## src/rtl/pma_reconfig_defines.vh

```
// Constants for the analog control reconfiguration access block.
// Assumes byte addresses on an APB bus with 32-bit data.
`ifndef PMA_RECONFIG_DEFINES_VH
`define PMA_RECONFIG_DEFINES_VH

// ==========================================================================
// Register byte offsets
`define PCR_CTRL_OFS     8'h00
`define PCR_WDATA_OFS    8'h04
`define PCR_STATUS_OFS   8'h08
`define PCR_RDSEL_OFS    8'h0C
`define PCR_RDATA_OFS    8'h10

// ==========================================================================
// Control register fields
`define PCR_CTRL_WR_BIT  0
`define PCR_CTRL_RD_BIT  1
`define PCR_CTRL_SEL_LO  2
`define PCR_CTRL_BC_BIT  4
`define PCR_CTRL_ADR_LO  8
`define PCR_SEL_TX_ONLY  2'b10
`define PCR_SEL_RX_ONLY  2'b01
`define PCR_SEL_RESET    2'b11

// ==========================================================================
// Setting fields, shared by write data and read data registers
`define PCR_VOD_LO       0
`define PCR_PRE_LO       8
`define PCR_DCG_LO       16
`define PCR_EQ_LO        24
`define PCR_VOD_W        3
`define PCR_PRE_W        5
`define PCR_DCG_W        2
`define PCR_EQ_W         4

// ==========================================================================
// Status register fields
`define PCR_ST_BUSY_BIT  0
`define PCR_ST_DV_BIT    1

// ==========================================================================
// Transaction lengths in clock cycles
`define PCR_WR_CYCLES    4
`define PCR_RD_CYCLES    4

`endif

```

## src/rtl/pma_control_reconfig_access.v

```verilog
// Access path for analog transceiver settings (swing, pre-emphasis,
// DC gain, equalization), steered by software over APB.
// Assumes the channel setting registers and their readback run on pclk.
//
// Contract
// - Per-channel addressing exists only when more than one channel is served.
// - Per-channel mode uses 3, 5, 2 and 4 bit settings.
// - Portion select targets receiver only, transmitter only, or both.
// - Portion select 2'b10 restricts the transaction to transmit controls.
// - A one-cycle write strobe starts the write.
// - Busy is high while writing and falls when the write ends.
// - A one-cycle read strobe starts the read.
// - Busy high during a read; at the end busy falls, data-valid rises.
// - Write and read are never in progress together.
// - Broadcast writes the same settings into every channel.
// - Broadcast write settings are one 3, 5, 2, 4 bit set.
// - Broadcast readback is concatenated per channel, channel 0 lowest.
// - Channel address width follows the number of channels.
//
// Implementation choices: the APB interface to the registers and the placing of the registers.
`timescale 1ns/1ps
`include "pma_reconfig_defines.vh"
`default_nettype none

module pma_control_reconfig_access #(
   parameter NUM_CH    = 4,
   parameter WR_CYCLES = `PCR_WR_CYCLES,
   parameter RD_CYCLES = `PCR_RD_CYCLES
) (
   // Clock and reset.
   input  wire                  pclk,
   input  wire                  presetn,
   // APB slave.
   input  wire                  psel,
   input  wire                  penable,
   input  wire                  pwrite,
   input  wire [7:0]            paddr,
   input  wire [31:0]           pwdata,
   output reg  [31:0]           prdata,
   output reg                   pready,
   output reg                   pslverr,
   // Transaction status.
   output reg                   busy,
   output reg                   data_valid,
   // Write side toward the channel setting registers.
   output reg  [NUM_CH-1:0]     chan_wr_en,
   output reg                   chan_wr_tx,
   output reg                   chan_wr_rx,
   output reg  [3*NUM_CH-1:0]   chan_wr_vod,
   output reg  [5*NUM_CH-1:0]   chan_wr_preemp,
   output reg  [2*NUM_CH-1:0]   chan_wr_dcgain,
   output reg  [4*NUM_CH-1:0]   chan_wr_eq,
   // Current settings reported by the channels.
   input  wire [3*NUM_CH-1:0]   chan_rd_vod,
   input  wire [5*NUM_CH-1:0]   chan_rd_preemp,
   input  wire [2*NUM_CH-1:0]   chan_rd_dcgain,
   input  wire [4*NUM_CH-1:0]   chan_rd_eq,
   // Read results, concatenated per channel on broadcast, else one channel in the low field bits.
   output reg  [3*NUM_CH-1:0]   vod_out,
   output reg  [5*NUM_CH-1:0]   preemp_out,
   output reg  [2*NUM_CH-1:0]   dcgain_out,
   output reg  [4*NUM_CH-1:0]   eq_out
);

   // =======================================================================
   // Local constants
   // address width
   localparam AW = (NUM_CH > 1) ? $clog2(NUM_CH) : 1;
   localparam [1:0] ST_IDLE  = 2'b00;
   localparam [1:0] ST_WRITE = 2'b01;
   localparam [1:0] ST_READ  = 2'b10;
   localparam integer WR_LAST_I = WR_CYCLES - 1;
   localparam integer RD_LAST_I = RD_CYCLES - 1;
   localparam [15:0] WR_LAST = WR_LAST_I[15:0];
   localparam [15:0] RD_LAST = RD_LAST_I[15:0];
   localparam SINGLE = (NUM_CH == 1) ? 1'b1 : 1'b0;

   // =======================================================================
   // Software visible state
   reg  [1:0]                   sel_r;
   reg                          bcast_r;
   reg  [AW-1:0]                addr_r;
   reg  [2:0]                   wvod_r;
   reg  [4:0]                   wpre_r;
   reg  [1:0]                   wdcg_r;
   reg  [3:0]                   weq_r;
   reg  [7:0]                   rdsel_r;

   // Transaction state, latched when a strobe is accepted.
   reg  [1:0]                   state_r;
   reg  [15:0]                  cnt_r;
   reg                          t_bcast_r;
   reg  [AW-1:0]                t_addr_r;
   reg                          t_tx_r;
   reg                          t_rx_r;

   // =======================================================================
   // Bus decode
   // The slave answers with one wait state, so pready is a plain flop.
   wire apb_done  = psel & penable & pready;
   wire apb_wr    = apb_done & pwrite;
   wire ctrl_wr   = apb_wr & (paddr == `PCR_CTRL_OFS);
   wire wdata_wr  = apb_wr & (paddr == `PCR_WDATA_OFS);
   wire rdsel_wr  = apb_wr & (paddr == `PCR_RDSEL_OFS);

   // Fields of a control write, used at once by its own strobes.
   wire [1:0]    new_sel   = pwdata[`PCR_CTRL_SEL_LO +: 2];
   wire          new_bc    = pwdata[`PCR_CTRL_BC_BIT] | SINGLE;
   wire [AW-1:0] new_addr  = pwdata[`PCR_CTRL_ADR_LO +: AW];
   wire          wr_stb    = pwdata[`PCR_CTRL_WR_BIT];
   wire          rd_stb    = pwdata[`PCR_CTRL_RD_BIT];
   // An address past the last channel would write nothing, so refuse it.
   wire          addr_ok   = new_bc | ({1'b0, new_addr} < NUM_CH);
   wire          idle      = (state_r == ST_IDLE);

   wire go_wr = ctrl_wr & wr_stb & ~rd_stb & idle & addr_ok;
   wire go_rd = ctrl_wr & rd_stb & ~wr_stb & idle & addr_ok;

   wire new_tx = (new_sel != `PCR_SEL_RX_ONLY);
   wire new_rx = (new_sel != `PCR_SEL_TX_ONLY);

   // =======================================================================
   // Channel target decode, one bit per channel
   wire [NUM_CH-1:0] hit;
   genvar g;
   generate
      for (g = 0; g < NUM_CH; g = g + 1) begin : g_hit
         localparam integer CH_I = g;
         assign hit[g] = t_bcast_r | (t_addr_r == CH_I[AW-1:0]);
      end
   endgenerate

   // =======================================================================
   // Read capture
   // per-channel result sits in the low field bits
   reg [3*NUM_CH-1:0] cap_vod;
   reg [5*NUM_CH-1:0] cap_pre;
   reg [2*NUM_CH-1:0] cap_dcg;
   reg [4*NUM_CH-1:0] cap_eq;
   always @* begin
      cap_vod = {3*NUM_CH{1'b0}};
      cap_pre = {5*NUM_CH{1'b0}};
      cap_dcg = {2*NUM_CH{1'b0}};
      cap_eq  = {4*NUM_CH{1'b0}};
      if (t_bcast_r) begin
         cap_vod = chan_rd_vod;
         cap_pre = chan_rd_preemp;
         cap_dcg = chan_rd_dcgain;
         cap_eq  = chan_rd_eq;
      end else begin
         cap_vod[2:0] = chan_rd_vod[t_addr_r*3 +: 3];
         cap_pre[4:0] = chan_rd_preemp[t_addr_r*5 +: 5];
         cap_dcg[1:0] = chan_rd_dcgain[t_addr_r*2 +: 2];
         cap_eq[3:0]  = chan_rd_eq[t_addr_r*4 +: 4];
      end
      // The portion left out of the read reports zero.
      if (!t_tx_r) begin
         cap_vod = {3*NUM_CH{1'b0}};
         cap_pre = {5*NUM_CH{1'b0}};
      end
      if (!t_rx_r) begin
         cap_dcg = {2*NUM_CH{1'b0}};
         cap_eq  = {4*NUM_CH{1'b0}};
      end
   end

   // =======================================================================
   // Read data mux
   // Readback of one channel slice chosen by the readback index.
   wire [7:0]  rd_i   = rdsel_r;
   wire [31:0] rslice = {4'h0, eq_out[rd_i*4 +: 4], 6'h00,
                         dcgain_out[rd_i*2 +: 2], 3'h0,
                         preemp_out[rd_i*5 +: 5], 5'h00,
                         vod_out[rd_i*3 +: 3]};
   reg  [31:0] rdata_nxt;
   reg         hit_nxt;
   always @* begin
      rdata_nxt = 32'h0000_0000;
      hit_nxt   = 1'b1;
      case (paddr)
         `PCR_CTRL_OFS: begin
            rdata_nxt[`PCR_CTRL_SEL_LO +: 2]  = sel_r;
            rdata_nxt[`PCR_CTRL_BC_BIT]       = bcast_r;
            rdata_nxt[`PCR_CTRL_ADR_LO +: AW] = addr_r;
         end
         `PCR_WDATA_OFS: begin
            rdata_nxt[`PCR_VOD_LO +: `PCR_VOD_W] = wvod_r;
            rdata_nxt[`PCR_PRE_LO +: `PCR_PRE_W] = wpre_r;
            rdata_nxt[`PCR_DCG_LO +: `PCR_DCG_W] = wdcg_r;
            rdata_nxt[`PCR_EQ_LO  +: `PCR_EQ_W]  = weq_r;
         end
         `PCR_STATUS_OFS: begin
            rdata_nxt[`PCR_ST_BUSY_BIT] = busy;
            rdata_nxt[`PCR_ST_DV_BIT]   = data_valid;
         end
         `PCR_RDSEL_OFS: begin
            rdata_nxt[7:0] = rdsel_r;
         end
         `PCR_RDATA_OFS: begin
            if (rdsel_r < NUM_CH)
               rdata_nxt = rslice;
         end
         default: begin
            hit_nxt = 1'b0;
         end
      endcase
   end

   // =======================================================================
   // APB answer
   // One wait state keeps prdata and pslverr registered outputs.
   always @(posedge pclk or negedge presetn) begin
      if (!presetn) begin
         pready  <= 1'b0;
         prdata  <= 32'h0000_0000;
         pslverr <= 1'b0;
      end else begin
         pready  <= psel & penable & ~pready;
         if (psel & penable & ~pready) begin
            prdata  <= pwrite ? 32'h0000_0000 : rdata_nxt;
            pslverr <= ~hit_nxt;
         end else begin
            pslverr <= 1'b0;
         end
      end
   end

   // =======================================================================
   // Software registers
   always @(posedge pclk or negedge presetn) begin
      if (!presetn) begin
         sel_r   <= `PCR_SEL_RESET;
         bcast_r <= 1'b0;
         addr_r  <= {AW{1'b0}};
         wvod_r  <= 3'h0;
         wpre_r  <= 5'h00;
         wdcg_r  <= 2'h0;
         weq_r   <= 4'h0;
         rdsel_r <= 8'h00;
      end else begin
         if (ctrl_wr) begin
            sel_r   <= new_sel;
            bcast_r <= new_bc;
            addr_r  <= new_addr;
         end
         // one settings set for all channels
         if (wdata_wr) begin
            wvod_r <= pwdata[`PCR_VOD_LO +: `PCR_VOD_W];
            wpre_r <= pwdata[`PCR_PRE_LO +: `PCR_PRE_W];
            wdcg_r <= pwdata[`PCR_DCG_LO +: `PCR_DCG_W];
            weq_r  <= pwdata[`PCR_EQ_LO  +: `PCR_EQ_W];
         end
         if (rdsel_wr)
            rdsel_r <= pwdata[7:0];
      end
   end

   // =======================================================================
   // Transaction sequencer
   // Settings are latched at the strobe, so a careless host cannot change
   // the value that lands in the channel halfway through a write.
   always @(posedge pclk or negedge presetn) begin
      if (!presetn) begin
         state_r        <= ST_IDLE;
         cnt_r          <= 16'h0000;
         busy           <= 1'b0;
         data_valid     <= 1'b0;
         t_bcast_r      <= 1'b0;
         t_addr_r       <= {AW{1'b0}};
         t_tx_r         <= 1'b0;
         t_rx_r         <= 1'b0;
         chan_wr_en     <= {NUM_CH{1'b0}};
         chan_wr_tx     <= 1'b0;
         chan_wr_rx     <= 1'b0;
         chan_wr_vod    <= {3*NUM_CH{1'b0}};
         chan_wr_preemp <= {5*NUM_CH{1'b0}};
         chan_wr_dcgain <= {2*NUM_CH{1'b0}};
         chan_wr_eq     <= {4*NUM_CH{1'b0}};
         vod_out        <= {3*NUM_CH{1'b0}};
         preemp_out     <= {5*NUM_CH{1'b0}};
         dcgain_out     <= {2*NUM_CH{1'b0}};
         eq_out         <= {4*NUM_CH{1'b0}};
      end else begin
         chan_wr_en <= {NUM_CH{1'b0}};
         case (state_r)
            ST_IDLE: begin
               if (go_wr | go_rd) begin
                  t_bcast_r  <= new_bc;
                  t_addr_r   <= new_addr;
                  t_tx_r     <= new_tx;
                  t_rx_r     <= new_rx;
                  busy       <= 1'b1;
                  data_valid <= 1'b0;
               end
               if (go_wr) begin
                  state_r        <= ST_WRITE;
                  cnt_r          <= WR_LAST;
                  chan_wr_tx     <= new_tx;
                  chan_wr_rx     <= new_rx;
                  chan_wr_vod    <= {NUM_CH{wvod_r}};
                  chan_wr_preemp <= {NUM_CH{wpre_r}};
                  chan_wr_dcgain <= {NUM_CH{wdcg_r}};
                  chan_wr_eq     <= {NUM_CH{weq_r}};
               end
               if (go_rd) begin
                  state_r <= ST_READ;
                  cnt_r   <= RD_LAST;
               end
            end
            ST_WRITE: begin
               if (cnt_r == 16'h0000) begin
                  chan_wr_en <= hit;
                  busy       <= 1'b0;
                  state_r    <= ST_IDLE;
               end else begin
                  cnt_r <= cnt_r - 16'h0001;
               end
            end
            ST_READ: begin
               if (cnt_r == 16'h0000) begin
                  vod_out    <= cap_vod;
                  preemp_out <= cap_pre;
                  dcgain_out <= cap_dcg;
                  eq_out     <= cap_eq;
                  busy       <= 1'b0;
                  data_valid <= 1'b1;
                  state_r    <= ST_IDLE;
               end else begin
                  cnt_r <= cnt_r - 16'h0001;
               end
            end
            default: begin
               state_r <= ST_IDLE;
               busy    <= 1'b0;
            end
         endcase
      end
   end

endmodule

`default_nettype wire

```

## config.mk

```make
export PLATFORM = sky130hd
export DESIGN_NAME = pma_control_reconfig_access
export DESIGN_NICKNAME = d
export VERILOG_FILES = /design/src/rtl/pma_control_reconfig_access.v
export VERILOG_INCLUDE_DIRS = /design/src /design/src/rtl
export SDC_FILE = /design/constraint.sdc
export NUM_CORES = 1
export LEC_CHECK = 0
export BUFFER_PORTS_ARGS = -buffer_cell sky130_fd_sc_hd__buf_2
export CAP_MARGIN = 30
export CORE_ASPECT_RATIO = 1.4
export CORE_MARGIN = 5
export CORE_UTILIZATION = 51
export DETAILED_ROUTE_END_ITERATION = 16
export HOLD_SLACK_MARGIN = 0.02
export PLACE_DENSITY_LB_ADDON = 0.12
export SLEW_MARGIN = 25
export SYNTH_ARGS = -nofsm -noshare
export SYNTH_HDL_FRONTEND = slang
export SYNTH_SLANG_ARGS = --single-unit
```

## constraint.sdc

```tcl
create_clock -name pclk -period 3.1 [get_ports pclk]
set_clock_uncertainty 0.15 [all_clocks]
set_input_delay 0 -clock pclk [delete_from_list [all_inputs] [get_ports pclk]]
set_output_delay 0 -clock pclk [all_outputs]
set_load 0.03 [all_outputs]
```

==> flow_metrics.env <==
export IMPL_drv_cap=0
export IMPL_hp_class="in -> reg"
export IMPL_fin_nets=1138
export IMPL_synth_edff_count=0
export IMPL_maxSlewViolCount=0
export IMPL_io_buffers=228
export IMPL_ctsHtreeMaxLevel=4
export IMPL_fin_tns_setup_ns=0
export IMPL_timing_final_crit_share_pct=93.0
export IMPL_synth_compound_area_share_pct=11.0
export IMPL_die_w_um=113
export IMPL_grt_max_degree=42
export IMPL_leakagePower_nw=4.92
export IMPL_netlist_area_um2=7580
export IMPL_setup_violations=0
export IMPL_vias_per_cell=5.61
export IMPL_cts_buffer_depth=2
export IMPL_ios=255
export IMPL_synthMuxAreaShare_pct=13.2
export IMPL_cp_slowest_cell="or4_1"
export IMPL_yosys_area_top_type_share_pct=48.5
export IMPL_crit_fanout=12
export IMPL_antenna_found_initial=1
export IMPL_std_cell_rows=52
export IMPL_cts_resized=0
export IMPL_clock_fmax_mhz=347
export IMPL_place_congestion=0.883
export IMPL_synth_top_area_cell="dfrtp_1"
export IMPL_routedWlPerCell_um=18.9
export IMPL_finalPower_mw=6.58
export IMPL_initial_core_util_pct=52.3
export IMPL_antenna_left=0
export IMPL_die_y_um=154
export IMPL_cp_required_ns=3.29
export IMPL_grt_pass1_wl_mm=37.2
export IMPL_synth_top_family_by_area="simple AND/OR/NAND/NOR gates"
export IMPL_ys_seq_elements=149
export IMPL_clk_pin_slew_ns=0.06
export IMPL_root_buffer="clkbuf_16"
export IMPL_fillers=1052
export IMPL_drtPass1Iterations=5
export IMPL_final_common_cell="buf_2"
export IMPL_core_area_um2=14500
export IMPL_synth_area_leaders="dfrtp_1 48%, mux2_2 7.7%, nand2_1 7.4%"
export IMPL_ys_types=52
export IMPL_finalHoldViolations=0
export IMPL_drive_gt1_share_pct=35.5
export IMPL_ys_seq_area_share_pct=49.2
export IMPL_synth_main_ff_cell="dfrtp_1"
export IMPL_routed_wl_mm=23.3
export IMPL_slew_headroom_pct=37.3
export IMPL_gr_total_overflow=0
export IMPL_cpPeakStageDelay_ns=0.60
export IMPL_cp_start_kind="primary input"
export IMPL_synth_cells=752
export IMPL_vias=6930
export IMPL_synth_warnings=0
export IMPL_clock_sinks=149
export IMPL_synth_simple_area_share_pct=17.7
export IMPL_avgSynthCellArea_um2=10.1
export IMPL_status="finished, final reports clean"
export IMPL_period_needed_ns=2.88
export IMPL_worst_slew_pin_slew_ns=0.940
export IMPL_yosys_area_share_xor_xnor_pct=0.115
export IMPL_crit_path_end_kind="register"
export IMPL_rsz0062_at_grt="no"
export IMPL_crit_chain="dlygate4sd3_1 -> buf_2 -> or4_4 -> o41ai_4 -> o211ai_1 -> or4_1 -> a21oi_1"
export IMPL_vdd_drop_max_uv=364
export IMPL_insertion_delay_ns=0.42
export IMPL_layout_common_cells="227 x buf_2, 149 x nand2_1, 147 x dfrtp_1"
export IMPL_synth_adder_area_share_pct=0.660
export IMPL_synthArstFlopShare_pct=100
export IMPL_cts_hold_buf=95
export IMPL_drtIter0Drc=469
export IMPL_cts_tree="done"
export IMPL_power_density_nw_per_um2=646
export IMPL_cp_arrival_ns=3.07
export IMPL_hpwl_mm=16.2
export IMPL_cts_buffers=17
export IMPL_critPathKind="in -> reg"
export IMPL_grtUsageTotal_pct=26.9
export IMPL_grt_pass1_vias=7161
export IMPL_dieArea_um2=17400
export IMPL_syn_to_final_growth_pct=34.2
export IMPL_route_detailed_drc=0
export IMPL_postCtsSetupRepairBufs=0
## worst max-delay path, delay by kind of cell
kind / cells / cell delay [ns]
buffers and inverters: 2 / 0.70
AO/OA/AOI/OAI: 3 / 1.22
AND/OR/NAND/NOR: 2 / 1.14
## cell usage after synthesis (2+ instances only)
| master | count |
|---|---|
| a21boi_0 | 2 |
| a21oi_1 | 32 |
| a22o_1 | 7 |
| a22oi_1 | 30 |
| a32oi_1 | 4 |
| and2_1 | 4 |
| and3_1 | 4 |
| buf_1 | 4 |
| buf_4 | 55 |
| buf_6 | 2 |
| clkbuf_1 | 36 |
| dfrtp_1 | 147 |
| dfstp_2 | 2 |
| ha_1 | 4 |
| inv_1 | 8 |
| mux2_2 | 52 |
| mux2_4 | 6 |
| mux4_2 | 14 |
| nand2_1 | 150 |
| nand3_1 | 48 |
| nand3b_1 | 3 |
| nand4_1 | 3 |
| nor2_1 | 32 |
| nor2b_1 | 4 |
| nor3_1 | 7 |
| nor4_1 | 7 |
| nor4b_1 | 3 |
| o21ai_0 | 40 |
| o21bai_1 | 3 |
| o31ai_1 | 3 |
| or2_2 | 3 |
| or3_1 | 9 |
| or4_1 | 4 |
| or4_4 | 2 |
## where the power goes
part / total (mW) / switching (mW) / internal (mW)
Combinational: 1.96 / 1.25 / 0.704
Clock: 2.07 / 0.838 / 1.24
Sequential: 2.55 / 0.294 / 2.25
Total: 6.58 / 2.38 / 4.19
## through the flow
step / cell area [um2] / worst slack, ns / hold slack [ns] / instances / utilization [%]
after floorplan: 7630 / 0.473 / -0.446 / 764 / -
after global placement: 8620 / 0.488 / -0.121 / 1108 / 59.4
after detailed placement: 8620 / 0.380 / -0.109 / 1108 / 59.4
after CTS: 10200 / 0.294 / 0.0211 / 1235 / 70.2
after global routing: 10200 / 0.150 / 0.0866 / 1236 / 70.2
final: 10200 / 0.216 / 0.0404 / 1236 / 70.2
## routing by layer
metal / global-route usage [%] / share of wire, %
met5: 0 / 0
met4: 14.4 / 4.3
met3: 5.75 / 7.2
met2: 46.2 / 51
met1: 31.3 / 37
## state kept, by name, summed over array words and instances, names as in the netlist, 5 cells and up
name and cells:
wpre_r 5, vod_out 12, rd_i 8, preemp_out 20
eq_out 16, dcgain_out 8, cnt_r 16, chan_wr_preemp 5
prdata 19
## cell type report
type	count	area (um2)	area share (%)
timing repair buffer	347	2290	22.5
clock inverter	13	148	1.45
multi-input combinational	510	3290	32.3
tap	189	236	2.32
antenna	1	2.50	0.0246
clock buffer	19	453	4.45
inverter	8	30.0	0.295
sequential	149	3730	36.6
## cell families (layout without fill, tap and decap cells)
logic type,Yosys count,count (layout)
muxes,73,73
other,1,14
adders and majority gates,4,4
xor gates and xnor gates,1,1
AOI/OAI and AO/OA,130,130
DFF,149,149
and+or+nand+nor,289,289
buffers and inverters,105,387
## worst paths after layout
path                            startpoint       endpoint  slack, ns  cells after the start
worst min-delay path              paddr[5]      prdata[8]       0.04                      5
worst max register to register      pready      cnt_r[14]       0.30                      5
worst max-delay path              paddr[3]      cnt_r[14]       0.22                      7
min in group asynchronous          presetn        rd_i[4]       0.46                      3
worst min register to register    sel_r[0]       sel_r[0]       0.32                      2
max in group asynchronous          presetn  dcgain_out[6]       1.56                      4
Note: power is estimated with default switching activity, not from simulation.
